==> src/shared/lcd_pkg.sv <==
/*
 * lcd_pkg: constants and types of the LCD multiplex drive timing block.
 * Assumes a 20 MHz system clock and a display memory held outside the block.
 */
package lcd_pkg;

    // ****************************************************************
    // timing
    // ****************************************************************
    localparam int CLK_HZ       = 20_000_000;
    localparam int OSC_HZ       = 1970;
    localparam int OSC_HALF_DIV = CLK_HZ / (2 * OSC_HZ);
    localparam int FRAME_DIV    = 24;
    localparam int DIV_W        = 16;

    // ****************************************************************
    // geometry
    // ****************************************************************
    localparam int NUM_SEG = 60;
    localparam int NUM_BP  = 4;

    // ****************************************************************
    // drive level codes, per pin two bits
    // ****************************************************************
    localparam logic [1:0] LVL_VSS  = 2'h0;
    localparam logic [1:0] LVL_LOW  = 2'h1;
    localparam logic [1:0] LVL_HIGH = 2'h2;
    localparam logic [1:0] LVL_VLCD = 2'h3;
    localparam logic [1:0] LVL_MID  = LVL_LOW;

    // ****************************************************************
    // drive modes and reset values
    // ****************************************************************
    typedef enum logic [1:0] {
        MODE_STATIC = 2'h0,
        MODE_MUX2   = 2'h1,
        MODE_MUX3   = 2'h2,
        MODE_MUX4   = 2'h3
    } lcd_mode_type;

    localparam lcd_mode_type MODE_RST      = MODE_MUX4;
    localparam logic         BIAS_HALF_RST = 1'b0;
    localparam logic         DISP_EN_RST   = 1'b0;

    typedef struct packed {
        logic [1:0]           osc_s;
        logic [1:0]           clk_s;
        logic [1:0]           sync_s;
        logic                 clk_prev;
        logic                 sync_prev;
        logic [DIV_W-1:0]     div_cnt;
        logic                 osc_clk;
        logic                 clk_oe;
        lcd_mode_type         mode;
        logic                 bias_half;
        logic                 disp_en;
        logic [4:0]           tick_cnt;
        logic [1:0]           slot;
        logic                 pol;
        logic                 rd;
        logic [1:0]           row;
        logic                 load_pend;
        logic [NUM_SEG-1:0]   disp;
        logic                 sync_oe;
        logic [2*NUM_BP-1:0]  bp_lvl;
        logic [2*NUM_SEG-1:0] seg_lvl;
    } lcd_state_type;

endpackage

==> src/rtl/lcd_drive.sv <==
/*
 * lcd_drive: backplane and segment drive timing for a multiplexed segment LCD.
 * Assumes a command decoder on clk_in supplies mode and enable, and a display
 * memory answers a row read one cycle after ram_rd_out.
 */
// How it works
// - drive mode and bias are latched from the mode-set command.
// - static mode uses one backplane and only two levels.
// - 1:2 mode drives two backplanes at half or third bias.
// - 1:3 mode runs three slots per frame, third bias by default.
// - 1:4 mode runs four slots per frame, third bias by default.
// - half bias is also accepted in 1:3 and 1:4 modes.
// - one drive clock, internal oscillator or external pin, times everything.
// - select low runs the internal oscillator and drives it on the clock pin.
// - select high stops the oscillator and takes the clock pin as input.
// - a frame lasts 24 drive clocks whatever the clock source.
// - cascaded parts align frames via the shared active-low sync line.
// - each slot start reads the next display row from memory.
// - the display register holds that row for the whole slot.
// - all 60 segment levels come from phase and display register bit.
// - reset selects 1:4 third bias, clears pointers, display disabled.
// - unused backplanes copy the matching active backplane.
// - slot n uses display row n as segment data.
`timescale 1ns/1ps
module lcd_drive #(
    parameter int OSC_HALF = lcd_pkg::OSC_HALF_DIV
) (
    input  wire logic                          clk_in,              // system clock
    input  wire logic                          resetn_in,           // async reset
    input  wire logic                          osc_sel_in,          // pin, high = ext clk
    input  wire logic                          clk_pin_in,          // clock pin level
    output logic                               clk_pin_out,         // clock pin drive
    output logic                               clk_pin_oe_out,      // clock pin enable
    input  wire logic                          sync_n_in,           // sync line level
    output logic                               sync_n_out,          // sync drive value
    output logic                               sync_n_oe_out,       // sync pull-down
    input  wire logic                          mode_set_in,         // mode-set strobe
    input  wire lcd_pkg::lcd_mode_type         mode_in,             // requested mode
    input  wire logic                          bias_half_in,        // 1 = half bias
    input  wire logic                          display_en_in,       // display enable
    output logic                               ram_rd_out,          // row read strobe
    output logic [1:0]                         ram_row_out,         // row to read
    input  wire logic [lcd_pkg::NUM_SEG-1:0]   ram_data_in,         // row data
    output logic [2*lcd_pkg::NUM_BP-1:0]       backplane_outputs_out, // bp levels
    output logic [2*lcd_pkg::NUM_SEG-1:0]      segment_outputs_out    // seg levels
);
    import lcd_pkg::*;

    // ****************************************************************
    // decode helpers
    // ****************************************************************
    function automatic logic [2:0] bp_count(input lcd_mode_type m);
        unique case (m)
            MODE_STATIC: bp_count = 3'h1;
            MODE_MUX2:   bp_count = 3'h2;
            MODE_MUX3:   bp_count = 3'h3;
            MODE_MUX4:   bp_count = 3'h4;
        endcase
    endfunction

    function automatic logic [4:0] slot_len(input lcd_mode_type m);
        slot_len = 5'(FRAME_DIV / int'(bp_count(m)));
    endfunction

    function automatic logic [1:0] bp_src(input lcd_mode_type m, input logic [1:0] k);
        unique case (m)
            MODE_STATIC: bp_src = 2'h0;
            MODE_MUX2:   bp_src = {1'b0, k[0]};
            MODE_MUX3:   bp_src = (k == 2'h3) ? 2'h1 : k;
            MODE_MUX4:   bp_src = k;
        endcase
    endfunction

    lcd_state_type r;
    lcd_state_type nxt;
    logic          tick;
    logic          sync_fall;
    logic          frame_end;
    logic          half;
    logic [1:0]    ext;
    logic [1:0]    sel;
    logic [1:0]    off;

    // ****************************************************************
    // next state
    // ****************************************************************
    always_comb begin
        nxt = r;
        tick = 1'b0;
        nxt.osc_s = {r.osc_s[0], osc_sel_in};
        nxt.clk_s = {r.clk_s[0], clk_pin_in};
        nxt.sync_s = {r.sync_s[0], sync_n_in};
        nxt.clk_prev = r.clk_s[1];
        nxt.sync_prev = r.sync_s[1];
        nxt.rd = 1'b0;
        nxt.load_pend = r.rd;
        nxt.clk_oe = ~r.osc_s[1];
        if (r.osc_s[1]) begin
            nxt.div_cnt = '0;
            nxt.osc_clk = 1'b0;
            tick = r.clk_s[1] & ~r.clk_prev;
        end else if (r.div_cnt == DIV_W'(OSC_HALF - 1)) begin
            nxt.div_cnt = '0;
            nxt.osc_clk = ~r.osc_clk;
            tick = ~r.osc_clk;
        end else begin
            nxt.div_cnt = r.div_cnt + 1'b1;
        end
        nxt.disp_en = display_en_in;
        frame_end = (r.slot == 2'(bp_count(r.mode) - 3'h1));
        sync_fall = r.sync_prev & ~r.sync_s[1] & ~r.sync_oe;
        if (mode_set_in) begin
            nxt.mode = mode_in;
            nxt.bias_half = bias_half_in;
            nxt.tick_cnt = '0;
            nxt.slot = '0;
            nxt.rd = 1'b1;
            nxt.row = '0;
        end else if (sync_fall) begin
            nxt.tick_cnt = '0;
            nxt.slot = '0;
            nxt.rd = 1'b1;
            nxt.row = '0;
        end else if (tick) begin
            nxt.sync_oe = 1'b0;
            if (r.tick_cnt == slot_len(r.mode) - 5'h1) begin
                nxt.tick_cnt = '0;
                nxt.slot = frame_end ? 2'h0 : r.slot + 2'h1;
                nxt.pol = frame_end ? ~r.pol : r.pol;
                nxt.sync_oe = frame_end;
                nxt.rd = 1'b1;
                nxt.row = nxt.slot;
            end else begin
                nxt.tick_cnt = r.tick_cnt + 5'h1;
            end
        end
        if (r.load_pend) begin
            nxt.disp = ram_data_in;
        end
        half = r.bias_half | (r.mode == MODE_STATIC);
        ext = r.pol ? LVL_VLCD : LVL_VSS;
        sel = r.pol ? LVL_VSS : LVL_VLCD;
        off = half ? ext : (r.pol ? LVL_HIGH : LVL_LOW);
        for (int k = 0; k < NUM_BP; k++) begin
            if (!r.disp_en) begin
                nxt.bp_lvl[2*k +: 2] = LVL_VLCD;
            end else if (bp_src(r.mode, 2'(k)) == r.slot) begin
                nxt.bp_lvl[2*k +: 2] = ext;
            end else begin
                nxt.bp_lvl[2*k +: 2] = half ? LVL_MID : (r.pol ? LVL_LOW : LVL_HIGH);
            end
        end
        for (int i = 0; i < NUM_SEG; i++) begin
            if (!r.disp_en) begin
                nxt.seg_lvl[2*i +: 2] = LVL_VLCD;
            end else begin
                nxt.seg_lvl[2*i +: 2] = r.disp[i] ? sel : off;
            end
        end
    end

    // ****************************************************************
    // state register
    // ****************************************************************
    always_ff @(posedge clk_in or negedge resetn_in) begin
        if (!resetn_in) begin
            r <= '0;
            r.osc_s <= 2'h3;
            r.clk_s <= 2'h3;
            r.sync_s <= 2'h3;
            r.clk_prev <= 1'b1;
            r.sync_prev <= 1'b1;
            r.mode <= MODE_RST;
            r.bias_half <= BIAS_HALF_RST;
            r.disp_en <= DISP_EN_RST;
            r.bp_lvl <= '1;
            r.seg_lvl <= '1;
        end else begin
            r <= nxt;
        end
    end

    assign clk_pin_out = r.osc_clk;
    assign clk_pin_oe_out = r.clk_oe;
    assign sync_n_out = 1'b0;
    assign sync_n_oe_out = r.sync_oe;
    assign ram_rd_out = r.rd;
    assign ram_row_out = r.row;
    assign backplane_outputs_out = r.bp_lvl;
    assign segment_outputs_out = r.seg_lvl;

    // ****************************************************************
    // checks
    // ****************************************************************
    disabled_out_a: assert property (@(posedge clk_in) disable iff (!resetn_in)
        !r.disp_en |=> backplane_outputs_out == '1 && segment_outputs_out == '1)
        else $error("disabled display not at full level");
    static_levels_a: assert property (@(posedge clk_in) disable iff (!resetn_in)
        r.disp_en && r.mode == MODE_STATIC
        |=> backplane_outputs_out[1:0] == LVL_VSS || backplane_outputs_out[1:0] == LVL_VLCD)
        else $error("static mode used a middle level");
    mux2_copy_a: assert property (@(posedge clk_in) disable iff (!resetn_in)
        r.mode == MODE_MUX2 |=> backplane_outputs_out[3:0] == backplane_outputs_out[7:4])
        else $error("1:2 backplane pairs differ");
    mux3_copy_a: assert property (@(posedge clk_in) disable iff (!resetn_in)
        r.mode == MODE_MUX3 |=> backplane_outputs_out[7:6] == backplane_outputs_out[3:2])
        else $error("1:3 fourth backplane not copying second");
    slot_range_a: assert property (@(posedge clk_in) disable iff (!resetn_in)
        r.slot < 2'(bp_count(r.mode) - 3'h1) || r.slot == 2'(bp_count(r.mode) - 3'h1))
        else $error("slot beyond backplane count");
    frame_len_a: assert property (@(posedge clk_in) disable iff (!resetn_in)
        r.tick_cnt < slot_len(r.mode))
        else $error("slot counter beyond frame division");
    osc_pin_a: assert property (@(posedge clk_in) disable iff (!resetn_in)
        r.osc_s[1] ##1 r.osc_s[1] |=> !clk_pin_oe_out && !clk_pin_out)
        else $error("clock pin driven with external clock selected");
    row_load_a: assert property (@(posedge clk_in) disable iff (!resetn_in)
        ram_rd_out |=> r.load_pend ##1 r.disp == $past(ram_data_in))
        else $error("display register missed the row");
    sync_frame_a: assert property (@(posedge clk_in) disable iff (!resetn_in)
        $rose(r.sync_oe) |-> r.slot == 2'h0 && r.tick_cnt == 5'h0 && ram_rd_out)
        else $error("sync not at frame start");
    seg_on_a: assert property (@(posedge clk_in) disable iff (!resetn_in)
        r.disp_en && r.disp[0] && r.pol |=> segment_outputs_out[1:0] == LVL_VSS)
        else $error("on segment not at opposite extreme");
    half_bias_a: assert property (@(posedge clk_in) disable iff (!resetn_in)
        r.disp_en && r.bias_half && !r.disp[0]
        |=> segment_outputs_out[1:0] == LVL_VSS || segment_outputs_out[1:0] == LVL_VLCD)
        else $error("half bias off segment at third level");

    // ****************************************************************
    // checks: sequencing, clock and sync
    // ****************************************************************
    mode_latch_a: assert property (@(posedge clk_in) disable iff (!resetn_in)
        mode_set_in |=> r.mode == $past(mode_in) && r.bias_half == $past(bias_half_in))
        else $error("mode-set not latched");
    mode_restart_a: assert property (@(posedge clk_in) disable iff (!resetn_in)
        mode_set_in
        |=> ram_rd_out && ram_row_out == 2'h0 && r.slot == 2'h0 && r.tick_cnt == 5'h0)
        else $error("mode-set did not restart the frame");
    row_slot_a: assert property (@(posedge clk_in) disable iff (!resetn_in)
        ram_rd_out |-> ram_row_out == r.slot)
        else $error("row read does not match slot");
    disp_hold_a: assert property (@(posedge clk_in) disable iff (!resetn_in)
        !r.load_pend |=> $stable(r.disp))
        else $error("display register changed inside a slot");
    tick_only_a: assert property (@(posedge clk_in) disable iff (!resetn_in)
        !tick && !mode_set_in && !sync_fall
        |=> $stable(r.tick_cnt) && $stable(r.slot) && $stable(r.pol))
        else $error("frame state moved without a drive tick");
    pol_flip_a: assert property (@(posedge clk_in) disable iff (!resetn_in)
        tick && !mode_set_in && !sync_fall && frame_end
        && r.tick_cnt == slot_len(r.mode) - 5'h1
        |=> r.pol != $past(r.pol))
        else $error("polarity kept across a frame end");
    pol_frame_a: assert property (@(posedge clk_in) disable iff (!resetn_in)
        $changed(r.pol) |-> r.slot == 2'h0 && ram_rd_out && sync_n_oe_out)
        else $error("polarity changed away from frame start");
    clk_drive_a: assert property (@(posedge clk_in) disable iff (!resetn_in)
        !r.osc_s[1] ##1 !r.osc_s[1] |=> clk_pin_oe_out)
        else $error("clock pin not driven with internal oscillator");
    osc_toggle_a: assert property (@(posedge clk_in) disable iff (!resetn_in)
        !r.osc_s[1] && r.div_cnt == DIV_W'(OSC_HALF - 1) |=> clk_pin_out != $past(clk_pin_out))
        else $error("oscillator did not toggle at divider end");
    ext_div_a: assert property (@(posedge clk_in) disable iff (!resetn_in)
        r.osc_s[1] |=> r.div_cnt == DIV_W'(0))
        else $error("oscillator divider running with external clock");
    sync_restart_a: assert property (@(posedge clk_in) disable iff (!resetn_in)
        sync_fall && !mode_set_in
        |=> ram_rd_out && ram_row_out == 2'h0 && r.tick_cnt == 5'h0)
        else $error("sync edge did not restart the frame");
    sync_release_a: assert property (@(posedge clk_in) disable iff (!resetn_in)
        sync_n_oe_out && tick && !mode_set_in && !sync_fall |=> !sync_n_oe_out)
        else $error("sync pulled low beyond one drive tick");

    // ****************************************************************
    // checks: slot ranges and drive levels
    // ****************************************************************
    mux3_slots_a: assert property (@(posedge clk_in) disable iff (!resetn_in)
        r.mode == MODE_MUX3 |-> r.slot != 2'h3)
        else $error("1:3 mode reached a fourth slot");
    mux2_slots_a: assert property (@(posedge clk_in) disable iff (!resetn_in)
        r.mode == MODE_MUX2 |-> !r.slot[1])
        else $error("1:2 mode reached a third slot");
    static_slot_a: assert property (@(posedge clk_in) disable iff (!resetn_in)
        r.mode == MODE_STATIC |-> r.slot == 2'h0)
        else $error("static mode left slot zero");
    static_all_a: assert property (@(posedge clk_in) disable iff (!resetn_in)
        r.mode == MODE_STATIC |=> backplane_outputs_out == {4{backplane_outputs_out[1:0]}})
        else $error("static backplanes differ");
    bp0_select_a: assert property (@(posedge clk_in) disable iff (!resetn_in)
        r.disp_en && r.slot == 2'h0
        |=> backplane_outputs_out[1:0] == ($past(r.pol) ? LVL_VLCD : LVL_VSS))
        else $error("first backplane not selected in slot zero");
    bp3_mux4_a: assert property (@(posedge clk_in) disable iff (!resetn_in)
        r.disp_en && r.mode == MODE_MUX4 && r.slot == 2'h3
        |=> backplane_outputs_out[7:6] == ($past(r.pol) ? LVL_VLCD : LVL_VSS))
        else $error("fourth backplane not selected in last slot");
    mux4_unsel_a: assert property (@(posedge clk_in) disable iff (!resetn_in)
        r.disp_en && r.mode == MODE_MUX4 && !r.bias_half && r.slot == 2'h0
        |=> backplane_outputs_out[3:2] == ($past(r.pol) ? LVL_LOW : LVL_HIGH))
        else $error("unselected backplane not at third level");
    mux2_half_a: assert property (@(posedge clk_in) disable iff (!resetn_in)
        r.disp_en && r.mode == MODE_MUX2 && r.bias_half && r.slot == 2'h0
        |=> backplane_outputs_out[3:2] == LVL_MID)
        else $error("half bias unselected backplane not at middle");
    static_off_a: assert property (@(posedge clk_in) disable iff (!resetn_in)
        r.disp_en && r.mode == MODE_STATIC && !r.disp[1]
        |=> segment_outputs_out[3:2] == ($past(r.pol) ? LVL_VLCD : LVL_VSS))
        else $error("static off segment not with backplane");
    seg_third_a: assert property (@(posedge clk_in) disable iff (!resetn_in)
        r.disp_en && !r.bias_half && r.mode != MODE_STATIC && !r.disp[0]
        |=> segment_outputs_out[1:0] == ($past(r.pol) ? LVL_HIGH : LVL_LOW))
        else $error("third bias off segment at wrong level");
    seg_on_neg_a: assert property (@(posedge clk_in) disable iff (!resetn_in)
        r.disp_en && r.disp[59] && !r.pol |=> segment_outputs_out[119:118] == LVL_VLCD)
        else $error("on segment not at full level");

endmodule

==> config.mk <==
export PLATFORM = sky130hd
export DESIGN_NAME = lcd_drive
export DESIGN_NICKNAME = d
export VERILOG_FILES = /design/src/shared/lcd_pkg.sv /design/src/rtl/lcd_drive.sv
export SDC_FILE = /design/constraint.sdc
export NUM_CORES = 1
export LEC_CHECK = 0
export ABC_AREA = 1
export BUFFER_PORTS_ARGS = -buffer_cell sky130_fd_sc_hd__buf_2
export CAP_MARGIN = 20
export CORE_ASPECT_RATIO = 1.1
export CORE_MARGIN = 2
export CORE_UTILIZATION = 40
export DETAILED_ROUTE_END_ITERATION = 8
export PLACE_DENSITY = 0.68
export SETUP_SLACK_MARGIN = 0.1
export SYNTH_ARGS = -nofsm -noshare
export SYNTH_HDL_FRONTEND = slang
export SYNTH_SLANG_ARGS = --single-unit
==> constraint.sdc <==
create_clock -name clk_in -period 4.75 [get_ports clk_in]
set_input_delay 0.7125 -clock clk_in [delete_from_list [all_inputs] [get_ports clk_in]]
set_output_delay 0.7125 -clock clk_in [all_outputs]
set_load 0.01 [all_outputs]
# ---- After elaboration in Yosys (flattened, before gate mapping)
# Cells that the tools add are included.
dict set report word_totals {
  regBits 231
  input_bits 70
  out_inout_bits 135
  word_cells 222
}
dict set report op_classes {
  addsub 5
  div_mod_pow 1
  n_eq_ne 10
  muxes 161
  bitwise 12
  n_reduce_logical 12
}
# operator count
set op_table {}
lappend op_table {{2-bit 2-to-1 mux} 140}
lappend op_table {{6-bit by 4-bit divider with 32-bit output, first input constant} 1}
lappend op_table {{17-bit 2-to-1 mux} 1}
lappend op_table {{16-bit by 1-bit adder with 16-bit output, second input constant} 1}
lappend op_table {{16-bit by 13-bit == test with 1-bit output, second input constant} 1}
lappend op_table {{16-bit 2-to-1 mux} 1}
lappend op_table {{3-bit 2-to-1 mux} 5}
lappend op_table {{7-bit 2-to-1 mux} 2}
lappend op_table {{3-bit one-hot mux with 4 select lines} 1}
lappend op_table {{11-bit 2-to-1 mux} 1}
lappend op_table {{2-bit == test} 5}
lappend op_table {{1-bit inverter} 8}
lappend op_table {{2-bit one-hot mux with 2 select lines} 2}
lappend op_table {{6-bit 2-to-1 mux} 1}
lappend op_table {{2-bit one-hot mux with 3 select lines} 1}
lappend op_table {{3-bit nonzero test} 2}
lappend op_table {{2-bit OR reduction} 3}
lappend op_table {{5-bit by 1-bit adder with 5-bit output, second input constant} 1}
lappend op_table {{5-bit == test} 1}
lappend op_table {{1-bit 2-to-1 mux} 5}
lappend op_table {{5-bit 2-to-1 mux} 1}
lappend op_table {{5-bit AND reduction} 1}
lappend op_table {{5-bit by 1-bit subtractor with 5-bit output, second input constant} 1}
lappend op_table {{2-bit == test, second input constant} 2}
lappend op_table {{other kinds (11)} 13}

# ---- Logic depth before layout (Yosys ltp)
dict set report depth {
  word_depth 13
  depth_mapped 10
  depth_no_buf 10
}

# ---- Worst setup path after synthesis
# No wires, ideal clock.
dict set report synth_timing {
  path_type {register to register}
  startpoint {reg r[203] (netlist bit)}
  endpoint {reg r, in the netlist segment_outputs_out[0]}
  t_arrival_ps 1532
  required_ps 4669
  setup_slack_ps 3136
  path_stages_with_launch 7
  synth_period_minus_slack_ps 1614
  cell_sequence {dfstp_2 -> inv_1 -> a21oi_1 -> ha_1 -> clkbuf_1 -> clkbuf_1 -> o211ai_1}
}
# element line
set synth_lines {}
lappend synth_lines {{start: declaration} lcd_drive.sv:74} ;# lcd_state_type r;
lappend synth_lines {{start signal: assignment} lcd_drive.sv:179} ;# r <= nxt;

==> results.ini <==
[timing]
layout_min_cycle_time_ns=2.244
finalSetupViolations=0
relSlewSlack_pct=34.98
fin_tns_setup_ns=0
hold_violations=0
clock.fmax_mhz=445.7
clock_skew_ns=0.01179
worst_slew_pin_slew_ns=0.9752
fin_crit_sh_pct=47.24
drv_slew=0
worst_hold_slack_ns=0.2785
rsz0062_at_grt=no
worst_slack_ns=2.506

[drt]
routed_via_density=4.831
drtIter0Drc=361
wl_per_cell_um=15.12
first_pass_iters=4
wl_mm=21.78
postRouteAntennaNets=0
drc=0
vias=6957

[cells_and_area]
mostFrequentLayoutCell=nand2_1
postLayoutCellArea_mm2=0.01125
stdcell_count=1440
area_delta_synth_final_pct=10.60
layout_common_cells=248 x nand2_1, 202 x buf_2, 138 x dfstp_2
layout-drive-gt1-share_pct=36.74
layout.nets=1183

[setup_path]
crit_buf_inv=2
max_stage_delay_ns=0.59
r2r_slack_ns=2.51
cp.required_ns=5.13
worstSetupPathDepth=5
cp-start-kind=flop
cp_data_arrival_time_ns=2.62
crit_family=buffers and inverters
worstRegToRegCells=5
critPathCaptureType=flop
cp_max_fo=38
crit_slowest_cell=dfstp_2
crit_type=reg -> reg
path_cells=inv_1 > a21oi_1 > ha_2 > buf_4 > o211ai_1

[logic_synthesis]
synth_area_mm2=0.01017
synth_seq_cells=229
synth_cells=1052
synth_nets=1127
synth_area_per_cell_um2=9.672
synth.yosys.seq_area_share_pct=58.02
yosys.cell_types.count=34
yosys_warnings=0

[place]
port_buffers=203
post-place-ws_ns=2.487
dp_cells=1397
finalWeightedCongestion=0.8166
dp_hpwl_mm=13.87
placed_area_mm2=0.01049

[global_route]
grt-ovfl-total=0
grt.met1_usage_pct=20.42
grt_use_total_pct=16.09
use_met3_pct=2.721
grt_pass1_vias=6826
grt-busiest-layer=met2
grt_use_met2_pct=27.59
grt_pass1_wl_mm=34.48
grt_max_degree=131
grt_antenna_before_repair=1

[clocking]
cts-htree-levels=1
numCtsBuffers=23
ctsRootBufferMaster=clkbuf_16
ctsHoldBuffers=0
postCtsSetupBuffers=0
clock_latency_ns=0.50
cts_resized=0
cts_tree=done
clock_sinks=229
clk_pin_slew_worst_paths_ns=0.06
cts.path.max_buffers=3

[floorplan]
die_w_um=156.1
die_h_um=171.3
dieArea_mm2=0.02673
row_count=61
core_area_mm2=0.02511
num_io_pins=205
start_util_pct=40.52

[job]
drv_cap=0

[power_and_ir_drop]
p_int_mw=3.507
p_comb_share_pct=12.1
p_leak_nw=5.036
switching_share_pct=25.68
powerDensity_mw_per_mm2=419.3
vdd_ir_drop_max_uv=202.7
pwr-share-seq_pct=49.9
clockPowerShare_pct=38.0
power.switching_mw=1.212

[min_path]
hold_path.class=in -> async

[status]
status=completed

-- layer usage --
| metal | vias up | part of all wire, % |
|---|---|---|
| li1 | 3368 | - |
| met3 | 45 | 5.1 |
| met5 | - | 0 |
| met1 | 3365 | 42 |
| met2 | 179 | 50 |
| met4 | 0 | 3.1 |
-- flip-flops by register name, summed over array words and instances, names as in the netlist --
signal and count:
sync_n_oe_out 1, clk_pin_out 1, nxt 5, segment_outputs_out 120, clk_pin_oe_out 1, backplane_outputs_out 8, ram_rd_out 1, r 92
-- final cells by class --
class                           count  area [um^2]
Fill cell                        2383        13860
Sequential cell                   229         5912
Multi-Input combinational cell    549         2743
Timing Repair Buffer              209         1096
Clock buffer                       37        698.2
Tap cell                          315        394.1
Inverter                           96        360.3
Clock inverter                      4        47.55
Antenna cell                        1        2.502
-- power by group through the flow --
stage,registers [mW],clock network [mW],logic (mW)
after floorplan,2.34,0,0.495
after global placement,2.39,0,0.548
after detailed placement,2.40,0,0.563
after CTS,2.37,1.85,0.565
after global routing,2.38,1.92,0.648
final,2.36,1.79,0.570
-- final timing paths --
| check | start | to |
|---|---|---|
| max | r[203] | segment_outputs_out[36] |
| min | resetn_in | r[163] |
| max reg2reg | r[203] | segment_outputs_out[36] |
| min reg2reg | nxt[226] | nxt[223] |
| max in group asynchronous | resetn_in | segment_outputs_out[6] |
| min in group clk_in | osc_sel_in | nxt[230] |
-- kinds of logic (layout without fill, tap and decap cells) --
group / after synthesis / in the layout / share of synthesized area [%]
simple gates: 389 / 389 / 16.76
xor+xnor: 5 / 5 / 0.4304
buf+inv: 274 / 346 / 15.05
flops: 229 / 229 / 58.02
other cells: 1 / 2 / 0.03686
compound gates: 149 / 149 / 9.088
fa+ha+maj: 5 / 5 / 0.6149
-- synth_stat cells, drive strengths merged --
master    n  area (um^2)
nand4     6        37.54
o21ai    76        387.9
dfrtp    91         2277
nor3      6        40.04
or2       1        6.260
nand2   253        967.2
xnor2     1        8.760
o211ai   64        480.5
ha        5        62.56
nand3    88        467.9
a21oi     9        56.31
clkinv    1        3.750
clkbuf   35        131.4
nand3b    2        15.01
xor2      4        35.03
dfstp   138         3626
inv      95        356.6
nor2     33        171.4
conb      1        3.750
buf     143         1040
-- worst reg2reg max path, cell delays in order (launching register included) --
cell and delay (ns):
dfstp_2 0.59, inv_1 0.09, a21oi_1 0.21, ha_2 0.55, buf_4 0.52, o211ai_1 0.18
-- metrics by stage --
step | utilization (%) | power [mW]
6_report | 44.82 | 4.719
5_1_grt | 44.82 | 4.947
4_1_cts | 44.73 | 4.786
2_1_floorplan | - | 2.835
3_3_place_gp | 41.76 | 2.942
3_5_place_dp | 41.76 | 2.964
No activity file was read; power rests on OpenSTA's default activity.
